$ cat config.mk
export PLATFORM = sky130hd
export DESIGN_NAME = dbi_top
export DESIGN_NICKNAME = d
export VERILOG_FILES = /design/src/pkg/dbi_pkg.sv /design/src/pkg/dbi_field_if.sv /design/src/hdl/dbi_merge.sv /design/src/hdl/dbi_top.sv
export SDC_FILE = /design/constraint.sdc
export NUM_CORES = 1
export LEC_CHECK = 0
export BUFFER_PORTS_ARGS = -buffer_cell sky130_fd_sc_hd__buf_2
export CAP_MARGIN = 20
export CORE_MARGIN = 5
export CORE_UTILIZATION = 25
export CTS_BUF_LIST = sky130_fd_sc_hd__clkbuf_2
export CTS_CLUSTER_SIZE = 12
export DETAILED_ROUTE_END_ITERATION = 10
export GPL_TIMING_DRIVEN = 0
export HOLD_SLACK_MARGIN = 0.15
export PLACE_DENSITY = 0.47
export SYNTH_ARGS = -nofsm -noshare
export SYNTH_HDL_FRONTEND = slang
export SYNTH_SLANG_ARGS = --single-unit
$ cat constraint.sdc
create_clock -name clk -period 1.5 [get_ports clk]
set_input_delay 0.15 -clock clk [delete_from_list [all_inputs] [get_ports clk]]
set_output_delay 0.15 -clock clk [all_outputs]
set_load 0.01 [all_outputs]
$ cat src/pkg/dbi_pkg.sv
// constants and types for the doubleword bit-field insert datapath
// ==================================================================
// Contract
// - result is target with bits top..bottom replaced by low source bits
// - low-word insert: top from bits 15..11, bottom from 10..6, no bias
// - straddle insert: bottom from bits 10..6, unbiased, always low word
// - straddle and high-word: bits 15..11 plus 32 give the top bit
// - high-word insert: bits 10..6 plus 32 give the bottom bit
// - straddle decoded when major opcode 011111 and function 000101
// - low-word insert covers fields below bit 32, 1 to 32 bits
// - straddle covers top 32..63, bottom 0..31, sizes 2 to 64
// - high-word insert covers fields within bits 32..63, 1 to 32 bits
// - straddle result is fully defined for every encoding
// - release below 2 raises reserved instruction; no other exception
package dbi_pkg;

   // ===============================================================
   // widths
   localparam int DATA_W = 64;
   localparam int POS_W  = 6;
   localparam int INSN_W = 32;
   localparam int REL_W  = 3;

   // ===============================================================
   // instruction field positions
   localparam int OPC_MSB  = 31;
   localparam int OPC_LSB  = 26;
   localparam int TOP_MSB  = 15;
   localparam int TOP_LSB  = 11;
   localparam int BOT_MSB  = 10;
   localparam int BOT_LSB  = 6;
   localparam int FUNC_MSB = 5;
   localparam int FUNC_LSB = 0;

   // ===============================================================
   // encodings
   localparam logic [5:0] EXTENDED_MAJOR_OPCODE = 6'h1F;
   localparam logic [5:0] FUNC_STRADDLE         = 6'h05;
   localparam logic [5:0] FUNC_LOW_WORD         = 6'h07;
   localparam logic [5:0] FUNC_HIGH_WORD        = 6'h06;

   // ===============================================================
   // bias, release level and reset values
   localparam logic [POS_W-1:0]  WORD_BIAS   = 6'h20;
   localparam logic [REL_W-1:0]  MIN_RELEASE = 3'h2;
   localparam logic [DATA_W-1:0] RESULT_RST  = 64'h0;

   // which insert variant an instruction word selects
   typedef enum logic [1:0] {
      DBI_NONE,
      DBI_LOW,
      DBI_STRADDLE,
      DBI_HIGH
   } dbi_kind_t;

endpackage

$ cat src/pkg/dbi_field_if.sv
// carrier between the decode stage and the bit-field merge unit
`timescale 1ns/10ps
interface dbi_field_if;
   import dbi_pkg::*;

   logic [POS_W-1:0]  top_bit;
   logic [POS_W-1:0]  bottom_bit;
   logic [DATA_W-1:0] source_register;
   logic [DATA_W-1:0] target_register;
   logic [DATA_W-1:0] field_mask;
   logic [DATA_W-1:0] merged;

   // decode side hands over bounds and operands
   modport decode (
      output top_bit,
      output bottom_bit,
      output source_register,
      output target_register,
      input  field_mask,
      input  merged
   );

   // merge side returns mask and merged word
   modport merge (
      input  top_bit,
      input  bottom_bit,
      input  source_register,
      input  target_register,
      output field_mask,
      output merged
   );

endinterface

$ cat src/hdl/dbi_merge.sv
// combinational bit-field merge of source low bits into target
`timescale 1ns/10ps
module dbi_merge
   import dbi_pkg::*;
(
   dbi_field_if.merge fld
);

   logic [DATA_W-1:0] shifted;

   // ===============================================================
   // field mask, one comparator pair per bit
   // bottom above top leaves the mask empty, so target passes through
   genvar i;
   generate
      for (i = 0; i < DATA_W; i++) begin : g_mask
         localparam logic [POS_W-1:0] IDX = POS_W'(i);
         assign fld.field_mask[i] = (IDX >= fld.bottom_bit) &&
                                    (IDX <= fld.top_bit);
      end
   endgenerate

   // ===============================================================
   // align source low bits to the field bottom and merge
   assign shifted = fld.source_register << fld.bottom_bit;
   assign fld.merged = (fld.target_register & ~fld.field_mask) |
                       (shifted & fld.field_mask);

endmodule

$ cat src/hdl/dbi_top.sv
// doubleword bit-field insert execution unit: decode, merge, write-back
`timescale 1ns/10ps
module dbi_top
   import dbi_pkg::*;
(
   input  wire logic              clk,
   input  wire logic              nrst,
   input  wire logic              issue_valid,
   input  wire logic [INSN_W-1:0] instr,
   input  wire logic [DATA_W-1:0] source_register,
   input  wire logic [DATA_W-1:0] target_register,
   input  wire logic [REL_W-1:0]  arch_release,
   output logic                   result_valid,
   output logic [DATA_W-1:0]      result,
   output logic                   reserved_exc,
   output logic                   field_unpredictable
);

   // ===============================================================
   // instruction field extraction
   logic [5:0]       major_opcode;
   logic [5:0]       func_field;
   logic [4:0]       raw_top;
   logic [4:0]       raw_bottom;
   logic [POS_W-1:0] unbiased_top;
   logic [POS_W-1:0] unbiased_bottom;
   logic [POS_W-1:0] biased_top_bit;
   logic [POS_W-1:0] biased_bottom_bit;

   assign major_opcode = instr[OPC_MSB:OPC_LSB];
   assign func_field   = instr[FUNC_MSB:FUNC_LSB];
   assign raw_top      = instr[TOP_MSB:TOP_LSB];
   assign raw_bottom   = instr[BOT_MSB:BOT_LSB];

   // 5-bit fields widened to 6 bits, with and without the word bias
   assign unbiased_top      = {1'b0, raw_top};
   assign unbiased_bottom   = {1'b0, raw_bottom};
   assign biased_top_bit    = unbiased_top + WORD_BIAS;
   assign biased_bottom_bit = unbiased_bottom + WORD_BIAS;

   // ===============================================================
   // variant decode
   logic      is_extended;
   dbi_kind_t kind;

   assign is_extended = (major_opcode == EXTENDED_MAJOR_OPCODE);

   // straddle match is exact on both opcode fields
   assign kind = !is_extended                    ? DBI_NONE :
                 (func_field == FUNC_STRADDLE)   ? DBI_STRADDLE :
                 (func_field == FUNC_LOW_WORD)   ? DBI_LOW :
                 (func_field == FUNC_HIGH_WORD)  ? DBI_HIGH :
                                                   DBI_NONE;

   // ===============================================================
   // true field bounds per variant
   logic [POS_W-1:0] top_bit;
   logic [POS_W-1:0] bottom_bit;

   always_comb begin
      case (kind)
         DBI_LOW: begin
            top_bit    = unbiased_top;
            bottom_bit = unbiased_bottom;
         end
         DBI_STRADDLE: begin
            top_bit    = biased_top_bit;
            bottom_bit = unbiased_bottom;
         end
         DBI_HIGH: begin
            top_bit    = biased_top_bit;
            bottom_bit = biased_bottom_bit;
         end
         default: begin
            top_bit    = unbiased_top;
            bottom_bit = unbiased_bottom;
         end
      endcase
   end

   // ===============================================================
   // merge unit
   dbi_field_if fld ();

   assign fld.top_bit         = top_bit;
   assign fld.bottom_bit      = bottom_bit;
   assign fld.source_register = source_register;
   assign fld.target_register = target_register;

   dbi_merge u_dbi_merge (
      .fld (fld.merge)
   );

   // ===============================================================
   // write-back decisions
   logic is_insert;
   logic old_release;
   logic bad_order;
   logic next_result_valid;
   logic next_reserved_exc;
   logic next_unpredictable;

   assign is_insert   = issue_valid && (kind != DBI_NONE);
   assign old_release = (arch_release < MIN_RELEASE);
   // straddle bounds can never cross, so only low/high can flag
   assign bad_order   = (bottom_bit > top_bit) &&
                        (kind != DBI_STRADDLE);

   assign next_result_valid  = is_insert && !old_release;
   assign next_reserved_exc  = is_insert && old_release;
   // a crossed field still completes; the merge leaves target as is
   assign next_unpredictable = next_result_valid && bad_order;

   // ===============================================================
   // output registers, one cycle after the operands
   always_ff @(posedge clk or negedge nrst) begin
      if (!nrst) begin
         result_valid        <= 1'b0;
         reserved_exc        <= 1'b0;
         field_unpredictable <= 1'b0;
      end else begin
         result_valid        <= next_result_valid;
         reserved_exc        <= next_reserved_exc;
         field_unpredictable <= next_unpredictable;
      end
   end

   // result holds its last value between inserts
   always_ff @(posedge clk or negedge nrst) begin
      if (!nrst) begin
         result <= RESULT_RST;
      end else if (next_result_valid) begin
         result <= fld.merged;
      end
   end

   // ===============================================================
   // checking helpers, built apart from the merge unit
   logic [DATA_W-1:0] chk_mask;
   logic [POS_W-1:0]  chk_span;

   // mask from two shifts, so a slip in the comparators shows up
   assign chk_mask = ({DATA_W{1'b1}} << bottom_bit) &
                     ({DATA_W{1'b1}} >> (POS_W'(DATA_W - 1) - top_bit));
   assign chk_span = top_bit - bottom_bit;

   // ===============================================================
   // assertions

   a_keep_outside_field: assert property (
      @(posedge clk) disable iff (!nrst)
      next_result_valid && !bad_order |=>
         ((result & ~$past(chk_mask)) ==
          ($past(target_register) & ~$past(chk_mask)))
   ) else $error("target bits outside the field changed");

   a_field_from_source: assert property (
      @(posedge clk) disable iff (!nrst)
      next_result_valid && !bad_order |=>
         ((result & $past(chk_mask)) ==
          (($past(source_register) << $past(bottom_bit)) &
           $past(chk_mask)))
   ) else $error("field bits do not come from low source bits");

   a_field_edges_match: assert property (
      @(posedge clk) disable iff (!nrst)
      next_result_valid && !bad_order |=>
         (result[$past(bottom_bit)] == $past(source_register[0])) &&
         (result[$past(top_bit)] ==
          $past(source_register[chk_span]))
   ) else $error("field end bits misplaced");

   a_low_no_bias: assert property (
      @(posedge clk) disable iff (!nrst)
      issue_valid && kind == DBI_LOW |->
         top_bit == {1'b0, instr[TOP_MSB:TOP_LSB]} &&
         bottom_bit == {1'b0, instr[BOT_MSB:BOT_LSB]}
   ) else $error("low-word bounds not taken unbiased");

   a_straddle_bottom: assert property (
      @(posedge clk) disable iff (!nrst)
      issue_valid && kind == DBI_STRADDLE |->
         bottom_bit == {1'b0, instr[BOT_MSB:BOT_LSB]} &&
         !bottom_bit[POS_W-1]
   ) else $error("straddle bottom bit not in the low word");

   a_top_bias_added: assert property (
      @(posedge clk) disable iff (!nrst)
      issue_valid && (kind == DBI_STRADDLE || kind == DBI_HIGH) |->
         top_bit == {1'b1, instr[TOP_MSB:TOP_LSB]}
   ) else $error("top bit bias of 32 missing");

   a_high_bottom_bias: assert property (
      @(posedge clk) disable iff (!nrst)
      issue_valid && kind == DBI_HIGH |->
         bottom_bit == {1'b1, instr[BOT_MSB:BOT_LSB]}
   ) else $error("high-word bottom bit bias of 32 missing");

   a_straddle_decode: assert property (
      @(posedge clk) disable iff (!nrst)
      (instr[OPC_MSB:OPC_LSB] == 6'h1F) &&
      (instr[FUNC_MSB:FUNC_LSB] == 6'h05) |->
         kind == DBI_STRADDLE
   ) else $error("straddle encoding not decoded");

   a_low_range: assert property (
      @(posedge clk) disable iff (!nrst)
      issue_valid && kind == DBI_LOW && !bad_order |->
         top_bit < 6'h20 && bottom_bit < 6'h20 &&
         chk_span <= 6'h1F
   ) else $error("low-word field outside bits 0..31");

   a_straddle_range: assert property (
      @(posedge clk) disable iff (!nrst)
      issue_valid && kind == DBI_STRADDLE |->
         top_bit >= 6'h20 && bottom_bit < 6'h20 &&
         chk_span >= 6'h01
   ) else $error("straddle field range wrong");

   a_high_range: assert property (
      @(posedge clk) disable iff (!nrst)
      issue_valid && kind == DBI_HIGH && !bad_order |->
         top_bit >= 6'h20 && bottom_bit >= 6'h20
   ) else $error("high-word field outside bits 32..63");

   a_straddle_defined: assert property (
      @(posedge clk) disable iff (!nrst)
      issue_valid && kind == DBI_STRADDLE && !old_release |=>
         result_valid && !field_unpredictable
   ) else $error("straddle insert not fully defined");

   a_old_release_trap: assert property (
      @(posedge clk) disable iff (!nrst)
      is_insert && arch_release < 3'h2 |=>
         reserved_exc && !result_valid && $stable(result)
   ) else $error("old release insert did not trap");

   a_no_other_trap: assert property (
      @(posedge clk) disable iff (!nrst)
      reserved_exc |->
         $past(is_insert) && $past(arch_release) < 3'h2
   ) else $error("reserved exception without cause");

   a_crossed_completes: assert property (
      @(posedge clk) disable iff (!nrst)
      is_insert && !old_release && bad_order |=>
         result_valid && field_unpredictable && !reserved_exc
   ) else $error("crossed field insert did not complete");

   a_one_cycle_result: assert property (
      @(posedge clk) disable iff (!nrst)
      result_valid |->
         $past(issue_valid) && $past(kind) != DBI_NONE &&
         result == $past(fld.merged)
   ) else $error("result not one clock after operands");

   a_result_pulse: assert property (
      @(posedge clk) disable iff (!nrst)
      !issue_valid |=> !result_valid && !reserved_exc
   ) else $error("result without an issue");

   // ===============================================================
   // output group consistency, beyond the per-variant checks above

   a_exc_alone: assert property (
      @(posedge clk) disable iff (!nrst)
      reserved_exc |-> !result_valid && !field_unpredictable
   ) else $error("trap raised together with a result");

   a_result_holds: assert property (
      @(posedge clk) disable iff (!nrst)
      !result_valid |-> $stable(result)
   ) else $error("result moved without a write-back");

   a_unpred_cause: assert property (
      @(posedge clk) disable iff (!nrst)
      field_unpredictable |->
         result_valid && $past(bad_order) && $past(kind) != DBI_STRADDLE
   ) else $error("crossed-field flag without a crossed field");

   a_crossed_keeps: assert property (
      @(posedge clk) disable iff (!nrst)
      is_insert && !old_release && bad_order |=>
         result == $past(target_register)
   ) else $error("crossed field changed the target");

   a_straddle_ordered: assert property (
      @(posedge clk) disable iff (!nrst)
      kind == DBI_STRADDLE |-> bottom_bit < top_bit && !bad_order
   ) else $error("straddle bounds crossed");

   a_high_size: assert property (
      @(posedge clk) disable iff (!nrst)
      issue_valid && kind == DBI_HIGH && !bad_order |->
         chk_span <= 6'h1F
   ) else $error("high-word field wider than 32 bits");

   a_other_ignored: assert property (
      @(posedge clk) disable iff (!nrst)
      issue_valid && kind == DBI_NONE |=>
         !result_valid && !reserved_exc && $stable(result)
   ) else $error("non-insert instruction produced an answer");

endmodule

==> flow_metrics.env, run 1 <==
export IMPL_dp_cells=1694
export IMPL_crit_arrival_ns=2.37
export IMPL_utilization_pct=44.8
export IMPL_slew_headroom_pct=22.0
export IMPL_cp_max_fo=4
export IMPL_yosysTopAreaCellShare_pct=19.5
export IMPL_grt_ovfl_total=0
export IMPL_synthToLayoutAreaGrowth_pct=78.5
export IMPL_htreeDepth=3
export IMPL_grt_pass1_wl_mm=82.1
export IMPL_p_switching_uw=3260
export IMPL_outcome="complete, but fails checks"
export IMPL_die_w_um=195
export IMPL_start_util_pct=25.1
export IMPL_rsz0062_at_grt="yes"
export IMPL_p_seq_share_pct=24.4
export IMPL_start_kind="input port"
export IMPL_worstHoldPathType="in -> reg"
export IMPL_rows=68
export IMPL_postSynthCellCount=1016
export IMPL_drv_cap=0
export IMPL_antenna_found_initial=1
export IMPL_clkSinkCount=67
export IMPL_die_area_mm2=0.0382
export IMPL_core_area_mm2=0.0343
export IMPL_finalClockSkew_ns=0
export IMPL_insertion_delay_ns=0.63
export IMPL_yosysWarnings=0
export IMPL_ys_seq_elements=67
export IMPL_violations="negative setup slack"
export IMPL_cp_end_kind="flop"
export IMPL_leakage_uw=0.00653
export IMPL_final_common_cell="buf_2"
export IMPL_cts_root_buf="clkbuf_2"
export IMPL_drc=0
export IMPL_synth_cell_types=71
export IMPL_ys_seq_area_share_pct=19.5
export IMPL_vias=11600
export IMPL_swShare_pct=43.1
export IMPL_fin_area_mm2=0.0153
export IMPL_p_int_uw=4300
export IMPL_routed_wl_mm=59.4
export IMPL_crit_type="in -> reg"
export IMPL_vias_per_cell=5.99
export IMPL_grt_total_usage_pct=29.3
export IMPL_fp_dieH_um=195
export IMPL_timing_fmax_mhz=536
export IMPL_power_density_mw_per_mm2=493
export IMPL_setup_ws_ns=-0.367
export IMPL_tritoncts="done"
export IMPL_grt_pass1_vias=11400
export IMPL_peakVddDrop_v=0.000362
export IMPL_hold_viol=0
export IMPL_worstPathRequired_ns=2.00
export IMPL_final_cells=1945
export IMPL_synth_avg_cell_area_um2=8.46
export IMPL_port_buffers=219
export IMPL_cts_buffers=9
export IMPL_async_flop_share_pct=100
export IMPL_dpl_worst_slack_ns=-2.00
export IMPL_ioPinCount=233
export IMPL_synth_area_leaders="dfrtp_1 19%, mux4_2 17%, mux2i_1 8.5%"
export IMPL_cts_reportedPaths_clkPinSlew_ns=0.21
export IMPL_clock_path_buffers=2
export IMPL_dpl_hpwl_mm=44.8
export IMPL_synth_edff_count=0
export IMPL_synth_net_count=1187
export IMPL_layout_nets=1654
export IMPL_grt_max_degree=36
export IMPL_ys_flop_type="dfrtp_1"
export IMPL_layout_drive_gt1_share_pct=56.2
export IMPL_maxSlewViolCount=0
export IMPL_multiInputGateArea_mm2=0.00840
export IMPL_num_fill_cells=3314
export IMPL_wl_per_cell_um=30.6
export IMPL_synth_area_leader_cell="dfrtp_1"
export IMPL_drt_iter0_markers=1261
export IMPL_p_comb_share_pct=58.0
export IMPL_hold_ws_ns=0.187
export IMPL_tightestPinTransition_ns=1.16
export IMPL_fin_crit_ns=1.87
export IMPL_seqCellArea_mm2=0.00168
export IMPL_first_pass_iters=5
export IMPL_place_gp_congestion=1.03
export IMPL_ant_nets=0
export IMPL_placed_area_mm2=0.0108
export IMPL_setup_violations_final=65
export IMPL_synth_area_mm2=0.00860
export IMPL_final_cell_mix="224 x buf_2, 95 x nand2_1, 93 x buf_4"
export IMPL_post_route_period_util_pct=124
export IMPL_clock_power_share_pct=17.7
==> final cells by class <==
cell class	count	share of cell area, %
multi-input combinational	842	54.7
timing repair buffer	463	23.6
sequential	67	10.9
buffer	86	5.81
tap	455	3.71
clock inverter	6	0.530
inverter	14	0.375
clock buffer	9	0.294
antenna	3	0.0489
==> layer usage <==
metal	up-vias	share of wire, %	global-route usage, %
met2	803	45	45.5
met3	169	9.2	4.18
met1	5783	41	40.2
met4	0	5.1	13.6
li1	4893	-	-
met5	-	0	0
==> registers in the layout (all words and copies together) (netlist names) <==
signal,count
result,64
field_unpredictable,1
reserved_exc,1
result_valid,1
==> cells by family (layout without fill, tap and decap cells) <==
| kind of cell | Yosys count | after routing | share of synthesized area (%) |
|---|---|---|---|
| buffers and inverters | 107 | 578 | 5.19 |
| AND/OR/NAND/NOR | 346 | 346 | 19.3 |
| multiplexers | 194 | 194 | 33.0 |
| adder cells (fa/ha/maj) | 5 | 5 | 0.727 |
| XOR/XNOR | 1 | 1 | 0.102 |
| flip-flops | 67 | 67 | 19.5 |
| other | 0 | 3 | 0 |
| AO/OA/AOI/OAI | 296 | 296 | 22.2 |
==> power by group through the flow <==
stage | Sequential, uW | Clock (uW) | Combinational [uW]
2_1_floorplan | 1880 | 0 | 1690
3_3_place_gp | 1870 | 0 | 2990
3_5_place_dp | 1870 | 0 | 2990
4_1_cts | 1840 | 1360 | 3840
5_1_grt | 1850 | 1430 | 4490
6_report | 1840 | 1340 | 4380
==> metrics by stage <==
stage / setup TNS (ns) / total power [uW]
finish: -10.59 / 7560
floorplan: -33.75 / 3570
detailed placement: -98.95 / 4870
global placement: -120.09 / 4870
CTS: -5.59 / 7040
global route: -10.81 / 7770
==> timing repair <==
| action | 4_1_cts | 5_1_grt |
|---|---|---|
| hold buffers | 85 | 0 |
| endpoints found under the setup margin | 66 | 64 |
| resized for setup | 347 | 241 |
| hold endpoints to repair | 133 | 0 |
| pin swaps | 63 | 91 |
| cloned | 2 | 3 |
| setup buffers | 86 | 66 |
==> critical path, cell delays in order <==
cell	delay (ns)
buf_8	0.09
or4b_4	0.60
buf_12	0.16
nor4_4	0.14
buf_6	0.17
buf_6	0.12
mux2i_4	0.24
o22ai_2	0.12
a221oi_4	0.43
o21ai_1	0.12
==> worst paths after layout <==
check	start	endpoint	slack [ns]	depth (start not counted)
max	instr[3]	result[50]	-0.37	10
min	instr[14]	result[39]	0.19	4
max reg2reg	result[56]	result[56]	0.35	4
min reg2reg	result[14]	result[14]	0.51	2
max in group asynchronous	nrst	result[44]	0.36	4
min in group asynchronous	nrst	result_valid	0.52	3
==> synth_stat cells (6+ instances only) <==
| cell | instances |
|---|---|
| nand4_1 | 11 |
| dfrtp_1 | 67 |
| nor2_1 | 87 |
| and3_1 | 13 |
| mux2i_1 | 73 |
| a2111oi_0 | 6 |
| o21ai_0 | 84 |
| a22oi_1 | 6 |
| or3_1 | 8 |
| clkbuf_1 | 61 |
| nand3_1 | 26 |
| buf_1 | 9 |
| nor3_1 | 39 |
| mux4_2 | 66 |
| mux2_2 | 55 |
| buf_2 | 18 |
| o22ai_1 | 8 |
| a21o_1 | 7 |
| nor2b_1 | 8 |
| o31ai_1 | 8 |
| a21oi_1 | 67 |
| o211ai_1 | 13 |
| o2111ai_1 | 8 |
| nand2_1 | 112 |
| and2_1 | 6 |
| a211oi_1 | 22 |
| o221ai_1 | 6 |
| a31oi_1 | 11 |
| inv_1 | 13 |
| nor4_1 | 11 |
No activity file was read; power rests on OpenSTA's default activity.
==> run 2: changes to the inputs <==
--- a/config.mk
+++ b/config.mk
@@ -14,7 +14,7 @@
 export DETAILED_ROUTE_END_ITERATION = 10
 export GPL_TIMING_DRIVEN = 0
 export HOLD_SLACK_MARGIN = 0.15
-export PLACE_DENSITY = 0.47
+export PLACE_DENSITY = 0.55
 export SYNTH_ARGS = -nofsm -noshare
 export SYNTH_HDL_FRONTEND = slang
 export SYNTH_SLANG_ARGS = --single-unit
==> run 2 against run 1 <==
  * The flow still finishes with violations (negative setup slack)
  * Critical path type unchanged
  * Design area shrank 5.5%
  * Critical endpoint is now result[8]
  * Largest power group unchanged
  * Setup slack improved by 0.062 ns
  * Sequential power barely moved
  * Routed wire length fell by 3.3%
  * Power fell by 2.6%
==> flow_metrics.env, run 2 (synthesis gave the netlist of run 1 again) <==
export IMPL_outcome="complete, but fails checks"
export IMPL_violations="negative setup slack"
export IMPL_insertion_delay_ns=0.61
export IMPL_port_buffers=219
export IMPL_routed_wl_mm=57.5
export IMPL_p_seq_share_pct=25.0
export IMPL_first_pass_iters=6
export IMPL_fin_tns_setup_ns=-8.81
export IMPL_antenna_found_initial=1
export IMPL_fin_total_pwr_uw=7360
export IMPL_drv_cap=0
export IMPL_synthToLayoutAreaGrowth_pct=68.6
export IMPL_fp_dieH_um=195
export IMPL_p_comb_share_pct=56.0
export IMPL_grt_ovfl_total=0
export IMPL_placed_area_mm2=0.0108
export IMPL_swShare_pct=42.9
export IMPL_p_int_uw=4200
export IMPL_cts_root_buf="clkbuf_2"
export IMPL_grt_total_usage_pct=28.5
export IMPL_crit_arrival_ns=2.32
export IMPL_reg2reg_slack_ns=0.34
export IMPL_drc=0
export IMPL_final_cell_mix="225 x buf_2, 100 x nand2_1, 97 x buf_4"
export IMPL_cp_max_fo=7
export IMPL_max_stage_delay_ns=0.64
export IMPL_grt_pass1_vias=11500
export IMPL_cp_end_kind="flop"
export IMPL_hold_viol=0
export IMPL_vias_per_cell=6.05
export IMPL_ant_nets=0
export IMPL_slew_headroom_pct=42.0
export IMPL_maxSlewViolCount=0
export IMPL_wl_per_cell_um=30.0
export IMPL_htreeDepth=3
export IMPL_clock_power_share_pct=19.0
export IMPL_worst_path_buf_inv=2
export IMPL_place_gp_congestion=1.06
export IMPL_die_area_mm2=0.0382
export IMPL_cts_buffers=9
export IMPL_top_register="result"
export IMPL_grt_pass1_wl_mm=80.6
export IMPL_core_area_mm2=0.0343
export IMPL_start_util_pct=25.1
export IMPL_min_from="issue_valid"
export IMPL_tritoncts="done"
export IMPL_rr_worst_depth=4
export IMPL_clock_path_buffers=2
export IMPL_crit_chain="buf_8, or4b_4, or4_4, clkbuf_16, a211oi_4, mux2i_2, o21ai_1"
export IMPL_post_route_period_util_pct=120
export IMPL_final_common_cell="buf_2"
export IMPL_drt_iter0_markers=1436
export IMPL_power_density_mw_per_mm2=508
export IMPL_vias=11600
export IMPL_timing_fmax_mhz=554
export IMPL_r2r_end="result[56]"
export IMPL_worstPathRequired_ns=2.01
export IMPL_finalClockSkew_ns=0
export IMPL_fin_crit_ns=1.81
export IMPL_hold_end="result[42]"
export IMPL_setup_ws_ns=-0.305
export IMPL_grt_max_degree=43
export IMPL_clkSinkCount=67
export IMPL_layout_nets=1624
export IMPL_ctsHoldBuffers=82
export IMPL_setup_violations_final=61
export IMPL_critPathSlowestCell="or4_4"
export IMPL_cts_reportedPaths_clkPinSlew_ns=0.23
export IMPL_largest_reg_flops=64
export IMPL_fin_area_mm2=0.0145
export IMPL_rows=68
export IMPL_path_delay_family="simple AND/OR/NAND/NOR gates"
export IMPL_crit_type="in -> reg"
export IMPL_r2r_start="result[56]"
export IMPL_start_kind="input port"
export IMPL_rsz0062_at_grt="yes"
export IMPL_die_w_um=195
export IMPL_tightestPinTransition_ns=0.861
export IMPL_p_switching_uw=3160
export IMPL_leakage_uw=0.00624
export IMPL_layout_drive_gt1_share_pct=51.8
export IMPL_peakVddDrop_v=0.000285
export IMPL_ioPinCount=233
export IMPL_dpl_hpwl_mm=43.7
export IMPL_worstHoldPathType="in -> reg"
export IMPL_holdPathStages=6
## run 2: cell count changes in the layout (fill, tap and decap cells not counted), sizes merged
cell and delta:
dlygate4sd3 -6, clkinvlp -2, diode -2, buf -24, bufbuf +2, inv +3, dlymetal6s4s +2, clkbuf -4
## run 2: area by class of cell
type                            count  area, um^2
Multi-Input combinational cell    842        7920
Buffer                             87         837
Inverter                           14        53.8
Timing Repair Buffer              432        3290
Fill cell                        3419       19800
Sequential cell                    67        1680
Clock buffer                        9        45.0
Clock inverter                      7         100
Antenna cell                        1        2.50
Tap cell                          455         569
## run 2: repair_timing
| action | in CTS | in global routing |
|---|---|---|
| setup buffers | 82 | 38 |
| cloned | 7 | 1 |
| setup endpoints to repair | 66 | 61 |
| endpoints found under the hold margin | 133 | 1 |
| pin swaps | 48 | 60 |
| resized for setup | 271 | 177 |
## run 2: through the flow
stage	instances	util (%)	setup slack (ns)	hold slack, ns
floorplan	1016	-	-0.781	-0.146
global placement	1690	31.2	-2.05	0.382
detailed placement	1694	31.4	-2.02	0.0976
CTS	1875	39.7	-0.244	0.126
global route	1914	42.3	-0.283	0.105
finish	1914	42.3	-0.305	0.126
## run 2: worst max-delay path by stage
stage	from	end	slack, ns	cells past startpoint
floorplan	instr[5]	result[53]	-0.78	7
global placement	instr[1]	result[0]	-2.05	8
detailed placement	instr[8]	result[50]	-2.02	8
CTS	instr[3]	result[8]	-0.24	7
global route	instr[3]	result[50]	-0.28	9
finish	instr[3]	result[8]	-0.31	7
## run 2: power by group through the flow
stage          Sequential (uW)  Combinational (uW)  Clock [uW]
6_report                  1840                4120        1400
5_1_grt                   1850                4230        1510
3_5_place_dp              1870                2970           0
4_1_cts                   1840                3750        1450
2_1_floorplan             1880                1690           0
3_3_place_gp              1870                2950           0
## run 2: metal layers
metal | vias up | wire [um] | track usage, % | part of all wire (%)
met5 | - | 0 | 0 | 0
met4 | 0 | 3900 | 15.2 | 6.8
met3 | 192 | 6070 | 6.52 | 11
met2 | 883 | 25500 | 44.3 | 44
met1 | 5680 | 22000 | 36.9 | 38
li1 | 4827 | - | - | -
## run 2: tightest hold or removal path, stage by stage
cell	delay, ns
buf_2	0.13
o221ai_4	0.12
nor4_4	0.07
buf_6	0.13
nand3b_1	0.08
nand3_1	0.07
